<file path="src/hw/ras_pkg.sv">
// Purpose: shared constants and types for the return address stack block
// Assumes: one clock, core sequencer and sfr port on the same clock
package ras_pkg;
  localparam int PC_W = 21;
  localparam int SP_W = 5;
  localparam int DEPTH = 31;
  localparam int INSTR_W = 16;
  localparam logic [PC_W-1:0] RESET_VEC = 21'h000000;
  localparam logic [PC_W-1:0] HIGH_VEC = 21'h000008;
  localparam logic [PC_W-1:0] LOW_VEC = 21'h000018;
  localparam logic [PC_W-1:0] PC_STEP = 21'h000002;
  localparam logic [PC_W-1:0] MEM_LIMIT_LARGE = 21'h008000; // 32 kbytes
  localparam logic [PC_W-1:0] MEM_LIMIT_SMALL = 21'h004000; // 16 kbytes
  localparam logic [SP_W-1:0] SP_EMPTY = 5'h00;
  localparam logic [SP_W-1:0] SP_TOP = 5'h1f;
  localparam logic [SP_W-1:0] SP_ONE = 5'h01;
  localparam logic [INSTR_W-1:0] INSTR_NOP = 16'h0000;
  // stack pointer byte layout
  localparam int FULL_BIT = 7;
  localparam int UNF_BIT = 6;
  localparam int UPPER_W = PC_W - 16;

  typedef enum logic [2:0] {
    RAS_SEL_TOS_UPPER,
    RAS_SEL_TOS_HIGH,
    RAS_SEL_TOS_LOW,
    RAS_SEL_SPTR,
    RAS_SEL_LATCH_UPPER,
    RAS_SEL_LATCH_HIGH
  } ras_sfr_sel_t;

  // software write strobe with its data
  typedef struct packed {
    logic en;
    ras_sfr_sel_t sel;
    logic [7:0] data;
  } ras_sfr_wr_t;

  // one-cycle commands from the instruction sequencer
  typedef struct packed {
    logic push;
    logic pop;
    logic irq_ack;
    logic irq_high;
    logic jump;
    logic advance;
    logic [PC_W-1:0] jump_addr;
  } ras_core_op_t;
endpackage : ras_pkg

</file>
<file path="src/hw/ras_fetch_gate.sv">
// Purpose: zero fill for fetches beyond the implemented program memory
// Assumes: program memory data arrives combinationally for the given address
// Notes: output is registered, one cycle after the address
`timescale 1ns/1ps
`default_nettype none
module ras_fetch_gate
  import ras_pkg::*;
(
  input wire logic sys_clk,
  input wire logic rst_n,
  input wire logic large_variant,
  input wire logic [PC_W-1:0] fetch_addr,
  input wire logic [INSTR_W-1:0] mem_data,
  output logic [INSTR_W-1:0] instr_out
);
  logic [INSTR_W-1:0] instr_reg;
  logic [INSTR_W-1:0] instr_next;
  logic [PC_W-1:0] limit;

  // unimplemented space reads as a no-op so a runaway pc just slides along
  always_comb begin
    limit = large_variant ? MEM_LIMIT_LARGE : MEM_LIMIT_SMALL;
    instr_next = (fetch_addr >= limit) ? INSTR_NOP : mem_data;
  end

  always_ff @(posedge sys_clk or negedge rst_n) begin
    if (!rst_n) begin
      instr_reg <= INSTR_NOP;
    end else begin
      instr_reg <= instr_next;
    end
  end

  assign instr_out = instr_reg;
endmodule : ras_fetch_gate
`default_nettype wire

</file>
<file path="src/hw/ras_top.sv">
// Purpose: return address stack, program counter and vectoring of the core
// Assumes: sequencer commands and sfr writes are single-cycle, same clock
// Notes: rst_n is power-on reset; soft_reset covers every other reset
`timescale 1ns/1ps
`default_nettype none
module ras_top
  import ras_pkg::*;
(
  input wire logic sys_clk,
  input wire logic rst_n,
  input wire logic soft_reset,
  input wire ras_core_op_t core_op,
  input wire logic irq_wake,
  input wire logic global_high_irq_enable,
  input wire logic global_low_irq_enable,
  input wire logic stack_overflow_reset_option,
  input wire logic large_variant,
  input wire ras_sfr_wr_t sfr_wr,
  input wire logic [INSTR_W-1:0] mem_data,
  output logic [PC_W-1:0] pc_out,
  output logic [INSTR_W-1:0] instr_out,
  output logic [7:0] stack_top_upper_byte,
  output logic [7:0] stack_top_high_byte,
  output logic [7:0] stack_top_low_byte,
  output logic [7:0] return_stack_pointer,
  output logic [7:0] pc_upper_latch,
  output logic [7:0] pc_high_latch,
  output logic stack_reset_req
);
  // stack words live here, never in program or data space
  logic [PC_W-1:0] stack_mem [1:DEPTH];

  logic [SP_W-1:0] sp_reg, sp_next;
  logic full_reg, full_next;
  logic unf_reg, unf_next;
  logic [PC_W-1:0] pc_reg, pc_next;
  logic [7:0] lat_u_reg, lat_u_next;
  logic [7:0] lat_h_reg, lat_h_next;
  logic rst_req_reg, rst_req_next;
  logic [7:0] rd_u_reg, rd_h_reg, rd_l_reg, rd_sp_reg;
  logic [7:0] rd_u_next, rd_h_next, rd_l_next, rd_sp_next;
  logic [PC_W-1:0] top_word;
  logic do_irq, do_push, do_pop, any_push;
  logic mem_we;
  logic [SP_W-1:0] mem_idx;
  logic [PC_W-1:0] mem_wdata;
  logic [SP_W-1:0] push_sp;
  logic ovf_reset;
  logic unf_reset;
  logic sp_written;

  // word under the pointer; pointer zero has nothing behind it
  always_comb begin
    top_word = (sp_reg == SP_EMPTY) ? '0 : stack_mem[sp_reg];
  end

  // irq wake or acknowledge outranks a return, which outranks a push
  always_comb begin
    do_irq = core_op.irq_ack
      | (irq_wake & (global_high_irq_enable | global_low_irq_enable));
    do_pop = !do_irq & core_op.pop;
    do_push = !do_irq & !do_pop & core_op.push;
    any_push = do_irq | do_push;
    sp_written = sfr_wr.en & (sfr_wr.sel == RAS_SEL_SPTR);
  end

  // pointer for the push: increment first, saturate at the top level
  always_comb begin
    push_sp = (sp_reg == SP_TOP) ? SP_TOP : sp_reg + SP_ONE;
    ovf_reset = any_push & stack_overflow_reset_option & (push_sp == SP_TOP);
    unf_reset = do_pop & stack_overflow_reset_option & (sp_reg == SP_EMPTY);
  end

  // stack word write port; a push beats a software byte write
  always_comb begin
    mem_we = 1'b0;
    mem_idx = push_sp;
    mem_wdata = pc_reg;
    if (soft_reset) begin
      mem_we = 1'b0;
    end else if (any_push) begin
      mem_we = 1'b1;
    end else if (sfr_wr.en && sp_reg != SP_EMPTY) begin
      mem_idx = sp_reg;
      mem_wdata = top_word;
      unique case (sfr_wr.sel)
        RAS_SEL_TOS_UPPER: begin
          mem_we = 1'b1;
          mem_wdata[PC_W-1:16] = sfr_wr.data[UPPER_W-1:0];
        end
        RAS_SEL_TOS_HIGH: begin
          mem_we = 1'b1;
          mem_wdata[15:8] = sfr_wr.data;
        end
        RAS_SEL_TOS_LOW: begin
          mem_we = 1'b1;
          mem_wdata[7:0] = sfr_wr.data;
        end
        RAS_SEL_SPTR, RAS_SEL_LATCH_UPPER, RAS_SEL_LATCH_HIGH: begin
          mem_we = 1'b0;
        end
      endcase
    end
  end

  // storage has no reset; the empty pointer hides stale words
  always_ff @(posedge sys_clk) begin
    if (mem_we) begin
      stack_mem[mem_idx] <= mem_wdata;
    end
  end

  // pointer, flags and program counter
  always_comb begin
    sp_next = sp_reg;
    full_next = full_reg;
    unf_next = unf_reg;
    pc_next = pc_reg;
    rst_req_next = 1'b0;
    // software clears flags by writing zero; a hardware set below wins
    if (sp_written) begin
      sp_next = sfr_wr.data[SP_W-1:0];
      full_next = full_reg & sfr_wr.data[FULL_BIT];
      unf_next = unf_reg & sfr_wr.data[UNF_BIT];
    end
    if (core_op.jump) begin
      pc_next = core_op.jump_addr;
    end else if (core_op.advance) begin
      pc_next = pc_reg + PC_STEP;
    end
    if (soft_reset) begin
      sp_next = SP_EMPTY;
      pc_next = RESET_VEC;
    end else if (any_push) begin
      sp_next = push_sp;
      if (push_sp == SP_TOP) begin
        full_next = 1'b1;
      end
      if (do_irq) begin
        pc_next = core_op.irq_high ? HIGH_VEC : LOW_VEC;
      end
      if (ovf_reset) begin
        sp_next = SP_EMPTY;
        pc_next = RESET_VEC;
        rst_req_next = 1'b1;
      end
    end else if (do_pop) begin
      pc_next = top_word;
      if (sp_reg == SP_EMPTY) begin
        unf_next = 1'b1;
        if (unf_reset) begin
          rst_req_next = 1'b1;
        end
      end else begin
        sp_next = sp_reg - SP_ONE;
      end
    end
  end

  // latch bytes change only by software; returns leave them alone
  always_comb begin
    lat_u_next = lat_u_reg;
    lat_h_next = lat_h_reg;
    if (sfr_wr.en && sfr_wr.sel == RAS_SEL_LATCH_UPPER) begin
      lat_u_next = sfr_wr.data;
    end
    if (sfr_wr.en && sfr_wr.sel == RAS_SEL_LATCH_HIGH) begin
      lat_h_next = sfr_wr.data;
    end
  end

  // read copies lag the state by one cycle so outputs come from flops
  always_comb begin
    rd_u_next = 8'h00;
    rd_u_next[UPPER_W-1:0] = top_word[PC_W-1:16];
    rd_h_next = top_word[15:8];
    rd_l_next = top_word[7:0];
    rd_sp_next = 8'h00;
    rd_sp_next[FULL_BIT] = full_reg;
    rd_sp_next[UNF_BIT] = unf_reg;
    rd_sp_next[SP_W-1:0] = sp_reg;
  end

  // flags survive every reset except power-on
  always_ff @(posedge sys_clk or negedge rst_n) begin
    if (!rst_n) begin
      sp_reg <= SP_EMPTY;
      full_reg <= 1'b0;
      unf_reg <= 1'b0;
      pc_reg <= RESET_VEC;
      lat_u_reg <= 8'h00;
      lat_h_reg <= 8'h00;
      rst_req_reg <= 1'b0;
      rd_u_reg <= 8'h00;
      rd_h_reg <= 8'h00;
      rd_l_reg <= 8'h00;
      rd_sp_reg <= 8'h00;
    end else begin
      sp_reg <= sp_next;
      full_reg <= full_next;
      unf_reg <= unf_next;
      pc_reg <= pc_next;
      lat_u_reg <= lat_u_next;
      lat_h_reg <= lat_h_next;
      rst_req_reg <= rst_req_next;
      rd_u_reg <= rd_u_next;
      rd_h_reg <= rd_h_next;
      rd_l_reg <= rd_l_next;
      rd_sp_reg <= rd_sp_next;
    end
  end

  // fetch path with zero fill above implemented memory
  ras_fetch_gate u_fetch (
    .sys_clk(sys_clk),
    .rst_n(rst_n),
    .large_variant(large_variant),
    .fetch_addr(pc_reg),
    .mem_data(mem_data),
    .instr_out(instr_out)
  );

  // outputs straight from flops
  assign pc_out = pc_reg;
  assign stack_top_upper_byte = rd_u_reg;
  assign stack_top_high_byte = rd_h_reg;
  assign stack_top_low_byte = rd_l_reg;
  assign return_stack_pointer = rd_sp_reg;
  assign pc_upper_latch = lat_u_reg;
  assign pc_high_latch = lat_h_reg;
  assign stack_reset_req = rst_req_reg;
endmodule : ras_top
`default_nettype wire

</file>
<file path="config.mk">
export PLATFORM = sky130hd
export DESIGN_NAME = ras_top
export DESIGN_NICKNAME = d
export VERILOG_FILES = /design/src/hw/ras_pkg.sv /design/src/hw/ras_fetch_gate.sv /design/src/hw/ras_top.sv
export SDC_FILE = /design/constraint.sdc
export NUM_CORES = 1
export LEC_CHECK = 0
export BUFFER_PORTS_ARGS = -buffer_cell sky130_fd_sc_hd__buf_2
export CAP_MARGIN = 20
export CORE_ASPECT_RATIO = 1.2
export CORE_MARGIN = 4
export CORE_UTILIZATION = 55
export DETAILED_ROUTE_END_ITERATION = 16
export GPL_TIMING_DRIVEN = 0
export PLACE_DENSITY_LB_ADDON = 0.1
export SLEW_MARGIN = 25
export SYNTH_ARGS = -nofsm -noshare
export SYNTH_HDL_FRONTEND = slang
export SYNTH_SLANG_ARGS = --single-unit
</file>
<file path="constraint.sdc">
create_clock -name sys_clk -period 4.25 [get_ports sys_clk]
set_clock_uncertainty 0.2 [all_clocks]
set_input_delay 0.85 -clock sys_clk [delete_from_list [all_inputs] [get_ports sys_clk]]
set_output_delay 0.85 -clock sys_clk [all_outputs]
set_load 0.01 [all_outputs]
</file>
[After elaboration in Yosys (flattened, before gate mapping)]
Memory sizes are Yosys's and may differ from the RTL's.
Cells that the tools add are included.
Word-level totals
  word-level logic and storage cells: 96
  memories: 1
  RAM bits: 651
  input bits: 63
  bits in registers: 89
  output and inout bits: 86
Cells by class
  muxes and demuxes: 48
  reductions and logical operators: 10
  order comparisons: 1
  bitwise gates (word level): 14
  add/sub/neg operators: 3
  equality and inequality tests: 7
Memories
  stack_mem: words 31, width 21, rd ports 1, clocked after memory_dff 0, wr ports 1, RTL line ras_top.sv:31  | logic [PC_W-1:0] stack_mem [1:DEPTH];
Operators with widths (number)
  $mux 21: 11
  $mux 5: 12
  $mux 16: 2
  $add 21x2->21 const B: 1
  $ge 21x21->1: 1
  $mux 1: 20
  $mux 8: 2
  $and 1x1->1: 11
  $eq 5x5->1 const B: 2
  $eq 3x2->1 const B: 2
  $eq 3x3->1 const B: 2
  $reduce_or 3->1: 2
  $add 5x1->5 const B: 1
  $logic_not 5->1: 1
  $reduce_bool 5->1: 1
  $sub 5x1->5 const B: 1
  $eq 3x1->1 const B: 1
  $logic_and 1x1->1: 3
  $logic_not 3->1: 1
  $or 1x1->1: 3
  $logic_not 1->1: 2
  $pmux 1 s2: 1

[Logic depth before layout (Yosys ltp)]
  depth in word-level cells: 14
  mapped depth: 16
  depth with buffers taken out: 7

[Cells and area by module]
From an unflattened synthesis, not the netlist that was laid out.
Unflattened totals
  cells, all modules: 1829
  area, all modules: 29843.6 um^2
By module, submodules not included
  ras_top: instances 1, area an instance 29210.5 um^2, seq. area each 21375.5 um^2, cells each 1783
  ras_fetch_gate: instances 1, area an instance 633.1 um^2, seq. area each 400.4 um^2, cells each 46

[Least setup slack after synthesis]
No wires, ideal clock.
  path kind: reg2reg
  start point: register sp_reg[0]
  end point: memory stack_mem[10][3] (data pin)
  path slack: -0.277 ns
  buffers on the path: 8
  library setup time: 0.446 ns
  data required time: 3.604 ns
  cell stages (with the launch flop): 16
  data arrival time: 3.880 ns
  path through: dfrtp_1 -> buf_4 -> buf_6 -> buf_6 -> buf_6 -> buf_4 -> inv_1 -> ha_1 -> buf_2 -> or4b_1 -> buf_2 -> nand2_1 -> nor2_1 -> clkbuf_1 -> o21ai_0 -> o21ai_0
Between the ends
  cells in the longest elaborated chain, start to end: 6
  elaborated cells on any way between the ends: 9
RTL lines
  start: declaration: RTL line ras_top.sv:33  | logic [SP_W-1:0] sp_reg, sp_next;
  start signal: assignment: RTL line ras_top.sv:199  | sp_reg <= sp_next;
  $mem_v2 31x21 / $logic_not 5->1 (equally long branches)
  $mux 21: RTL line ras_top.sv:54  | top_word = (sp_reg == SP_EMPTY) ? '0 : stack_mem[sp_reg];
  $mux 8: RTL line ras_top.sv:86  | unique case (sfr_wr.sel)
  $mux 21 (*): RTL line ras_top.sv:83  | end else if (sfr_wr.en && sp_reg != SP_EMPTY) begin
  $mux 21 (*): RTL line ras_top.sv:81  | end else if (any_push) begin
  $mux 21 (*): RTL line ras_top.sv:79  | if (soft_reset) begin
  net mem_wdata[3]: RTL line ras_top.sv:46  | logic [PC_W-1:0] mem_wdata;
  end: declaration: RTL line ras_top.sv:31
The timed path passes the listed nets; every way through them passes the cells marked *.

[Final worst setup path]
  start point: register sp_reg[1]
  end point: memory stack_mem[18][2] (data pin)
Same word-level chain as after synthesis.

==> impl_metrics.py <==
metrics = {
    "place": {
        "dpl_cell_area_um2": 33100,
        "dpl.hpwl_um": 62100,
        "numPortBuffers": 137,
        "place.gp.congestion": 0.948,
    },
    "timing": {
        "max_freq_ghz": 0.233,
        "final.period_utilization_pct": 101,
        "worst-slew-pin-transition_ns": 0.990,
        "relSlewSlack_pct": 34.0,
        "setup_viol": 8,
        "finalHoldViolations": 0,
        "rsz0062_at_grt": "no",
        "drv_slew": 0,
        "setup_tns_ns": -0.260,
        "period_minus_slack_ns": 4.29,
        "setup_ws_ns": -0.0356,
    },
    "cts": {
        "cts_max_level": 3,
        "cts_sinks": 740,
        "insertion_delay_ns": 0.62,
        "clock_path_buffers": 3,
        "clockRootBuffer": "clkbuf_16",
        "cts_made_buffers": 70,
        "clk_pin_slew_worst_paths_ns": 0.06,
        "cts_tree": "yes",
    },
    "route": {
        "num_vias": 18891,
        "viasPerCell": 6.63,
        "drtIter0Drc": 2703,
        "postRouteWirelength_um": 94600,
        "drc": 0,
        "wl_per_cell_um": 33.2,
        "drtAntennaViolNets": 0,
        "dr.pass1.iters": 6,
    },
    "global_route": {
        "grt_start_max_net_pins": 65,
        "grt-ovfl-total": 0,
        "globalRouteTotalUtil_pct": 32.2,
        "grt_pass1_wl_um": 135000,
        "antenna_found_initial": 4,
        "grt_pass1_vias": 18632,
    },
    "logic_synthesis": {
        "synth_flop_cell": "edfxtp_1",
        "synth_warnings": 0,
        "synthDistinctLibCells": 89,
        "synth-seq-cells": 740,
        "synthTopCellsByCount": "edfxtp_1 (651), mux4_2 (109), dfrtp_1 (89), nand2_1 (85), mux2i_1 (83)",
        "seq_area_frac_synth_pct": 72.3,
        "synth.largest_area_cell": "edfxtp_1",
        "synth_top_area_share_pct": 64.9,
        "synth.most_common_cell": "edfxtp_1",
        "netlist_instances": 1711,
        "synth_edf_count": 651,
        "avgSynthCellArea_um2": 17.6,
        "synth_area_um2": 30100,
        "synth_area_leaders": "edfxtp_1 (65%), mux4_2 (8.1%), dfrtp_1 (7.4%), mux2i_1 (2.8%), mux2_2 (1.4%)",
        "async_flop_share_pct": 12.0,
    },
    "power_and_ir_drop": {
        "p_switching_uw": 4450,
        "p_seq_share_pct": 47.8,
        "internal-power_uw": 12800,
        "p_per_area_nw_per_um2": 468,
        "switching_share_pct": 25.8,
        "leakage_uw": 0.0131,
        "vdd_drop_max_mv": 0.426,
        "pwr-share-clk_pct": 36.6,
        "combPwrFrac_pct": 15.6,
        "finalPower_uw": 17300,
    },
    "finish": {
        "drive_above_1_share_pct": 33.1,
        "final_nets": 2153,
        "largest_reg_flops": 651,
        "top_register": "stack_mem",
        "fin_area_um2": 36900,
        "fin_util_pct": 68.3,
        "antennaDiodeCount": 0,
        "syn_to_final_growth_pct": 22.5,
    },
    "floorplan": {
        "initial_utilization_pct": 55.8,
        "ioPinCount": 149,
        "num_rows": 93,
        "die_w_um": 222,
        "die_h_um": 264,
        "design.die.area_um2": 58600,
        "core_um2": 54000,
    },
    "critical_path": {
        "crit_fanout": 10,
        "crit_end": "stack_mem[18][2]",
        "regToRegEndpoint": "stack_mem[18][2]",
        "r2r_setup_slack_ns": -0.04,
        "worst-setup-path-type": "reg -> reg",
        "cp-startpoint": "sp_reg[1]",
        "arrival_ns": 4.44,
        "worstReg2RegStart": "sp_reg[1]",
        "start_kind": "flop",
        "critPathCaptureType": "flop",
        "required_ns": 4.40,
        "r2r_cells": 10,
    },
    "hold_path": {
        "hold_start": "unf_reg",
        "hp-class": "reg -> reg",
    },
    "outcome": {
        "status": "finished, violations left",
        "violations": "setup timing",
    },
    "flow_run": {
        "drv_cap": 0,
    },
}
==> routing by layer <==
layer | track usage [%] | vias up | share of wire [%]
met5 | 0 | - | 0
met4 | 15.0 | 0 | 5.0
met3 | 6.07 | 246 | 10
met2 | 51.0 | 1289 | 47
met1 | 44.1 | 9684 | 37
li1 | - | 7672 | -
==> worst min path at each step <==
| stage | end | slack (ns) | cells past startpoint |
|---|---|---|---|
| after global placement | return_stack_pointer[6] | 0.16 | 0 |
| after floorplan | return_stack_pointer[6] | 0.15 | 0 |
| after CTS | return_stack_pointer[6] | 0.18 | 0 |
| after detailed placement | return_stack_pointer[6] | 0.16 | 0 |
| after global routing | return_stack_pointer[6] | 0.19 | 0 |
| final | return_stack_pointer[6] | 0.18 | 0 |
==> cell usage in the layout, fill, tap and decap left out, types with 20 or more instances in the layout <==
cell type / n
edfxtp_1: 651
buf_2: 158
mux4_2: 109
buf_4: 101
dfrtp_1: 88
nand2_1: 83
mux2i_1: 82
clkbuf_16: 73
nor2_1: 46
a22oi_1: 45
clkbuf_1: 43
mux2_2: 38
nand3_1: 34
nor2_4: 34
buf_12: 33
a21oi_1: 29
buf_16: 27
buf_6: 22
o21ai_0: 22
a221oi_1: 22
inv_1: 21
and2_1: 20
==> critical path: stages, from the launching register on <==
cell and delay, ns:
dfrtp_1 0.51, buf_4 0.28, buf_4 0.28, buf_2 0.44, mux4_2 0.38, a221oi_1 0.86
and3_1 0.38, o211ai_1 0.11, buf_4 0.18, buf_4 0.18, buf_4 0.18
==> power by group through the flow <==
stage	Combinational, µW	Clock (µW)	Sequential [µW]
after floorplan	1290	0	8450
after global placement	2260	0	8420
after detailed placement	2400	0	8410
after CTS	2620	6360	8260
after global routing	2800	6700	8270
final	2700	6320	8260
==> area by class of cell <==
cell class | instances | area (µm²)
Inverter | 25 | 103
Timing Repair Buffer | 298 | 2870
Clock inverter | 38 | 380
Buffer | 103 | 719
Tap cell | 712 | 891
Sequential cell | 740 | 21800
Clock buffer | 87 | 1910
Multi-Input combinational cell | 847 | 8250
Fill cell | 3607 | 17100
==> kinds of logic (layout without fill, tap and decap cells) <==
logic type               count (synthesis)  count (layout)  share of synthesized area, %
AO/OA/AOI/OAI                          259             260                          6.50
XOR/XNOR                                14              14                         0.407
adder cells (fa/ha/maj)                  5               5                         0.208
buffers and inverters                  130             551                          2.44
flip-flops                             740             740                          72.3
multiplexers                           234             234                          12.7
other                                    1               4                        0.0124
AND/OR/NAND/NOR                        328             330                          5.48
==> what timing repair did <==
item / in CTS / in global routing
pin swaps: 47 / 1
buffers inserted: 75 / 14
setup endpoints to repair: 1321 / 697
gates cloned: 6 / 1
hold buffers: 1 / 0
hold endpoints to repair: 25 / 0
resized for setup: 76 / 16
==> stage by stage <==
stage	setup slack, ns	hold slack [ns]	std cells
floorplan	-0.255	0.148	1714
global placement	-2.90	0.159	2563
detailed placement	-1.54	0.164	2632
CTS	-0.0376	0.177	2836
global route	0.00216	0.192	2850
finish	-0.0356	0.176	2850
No activity file was read; power rests on OpenSTA's default activity.
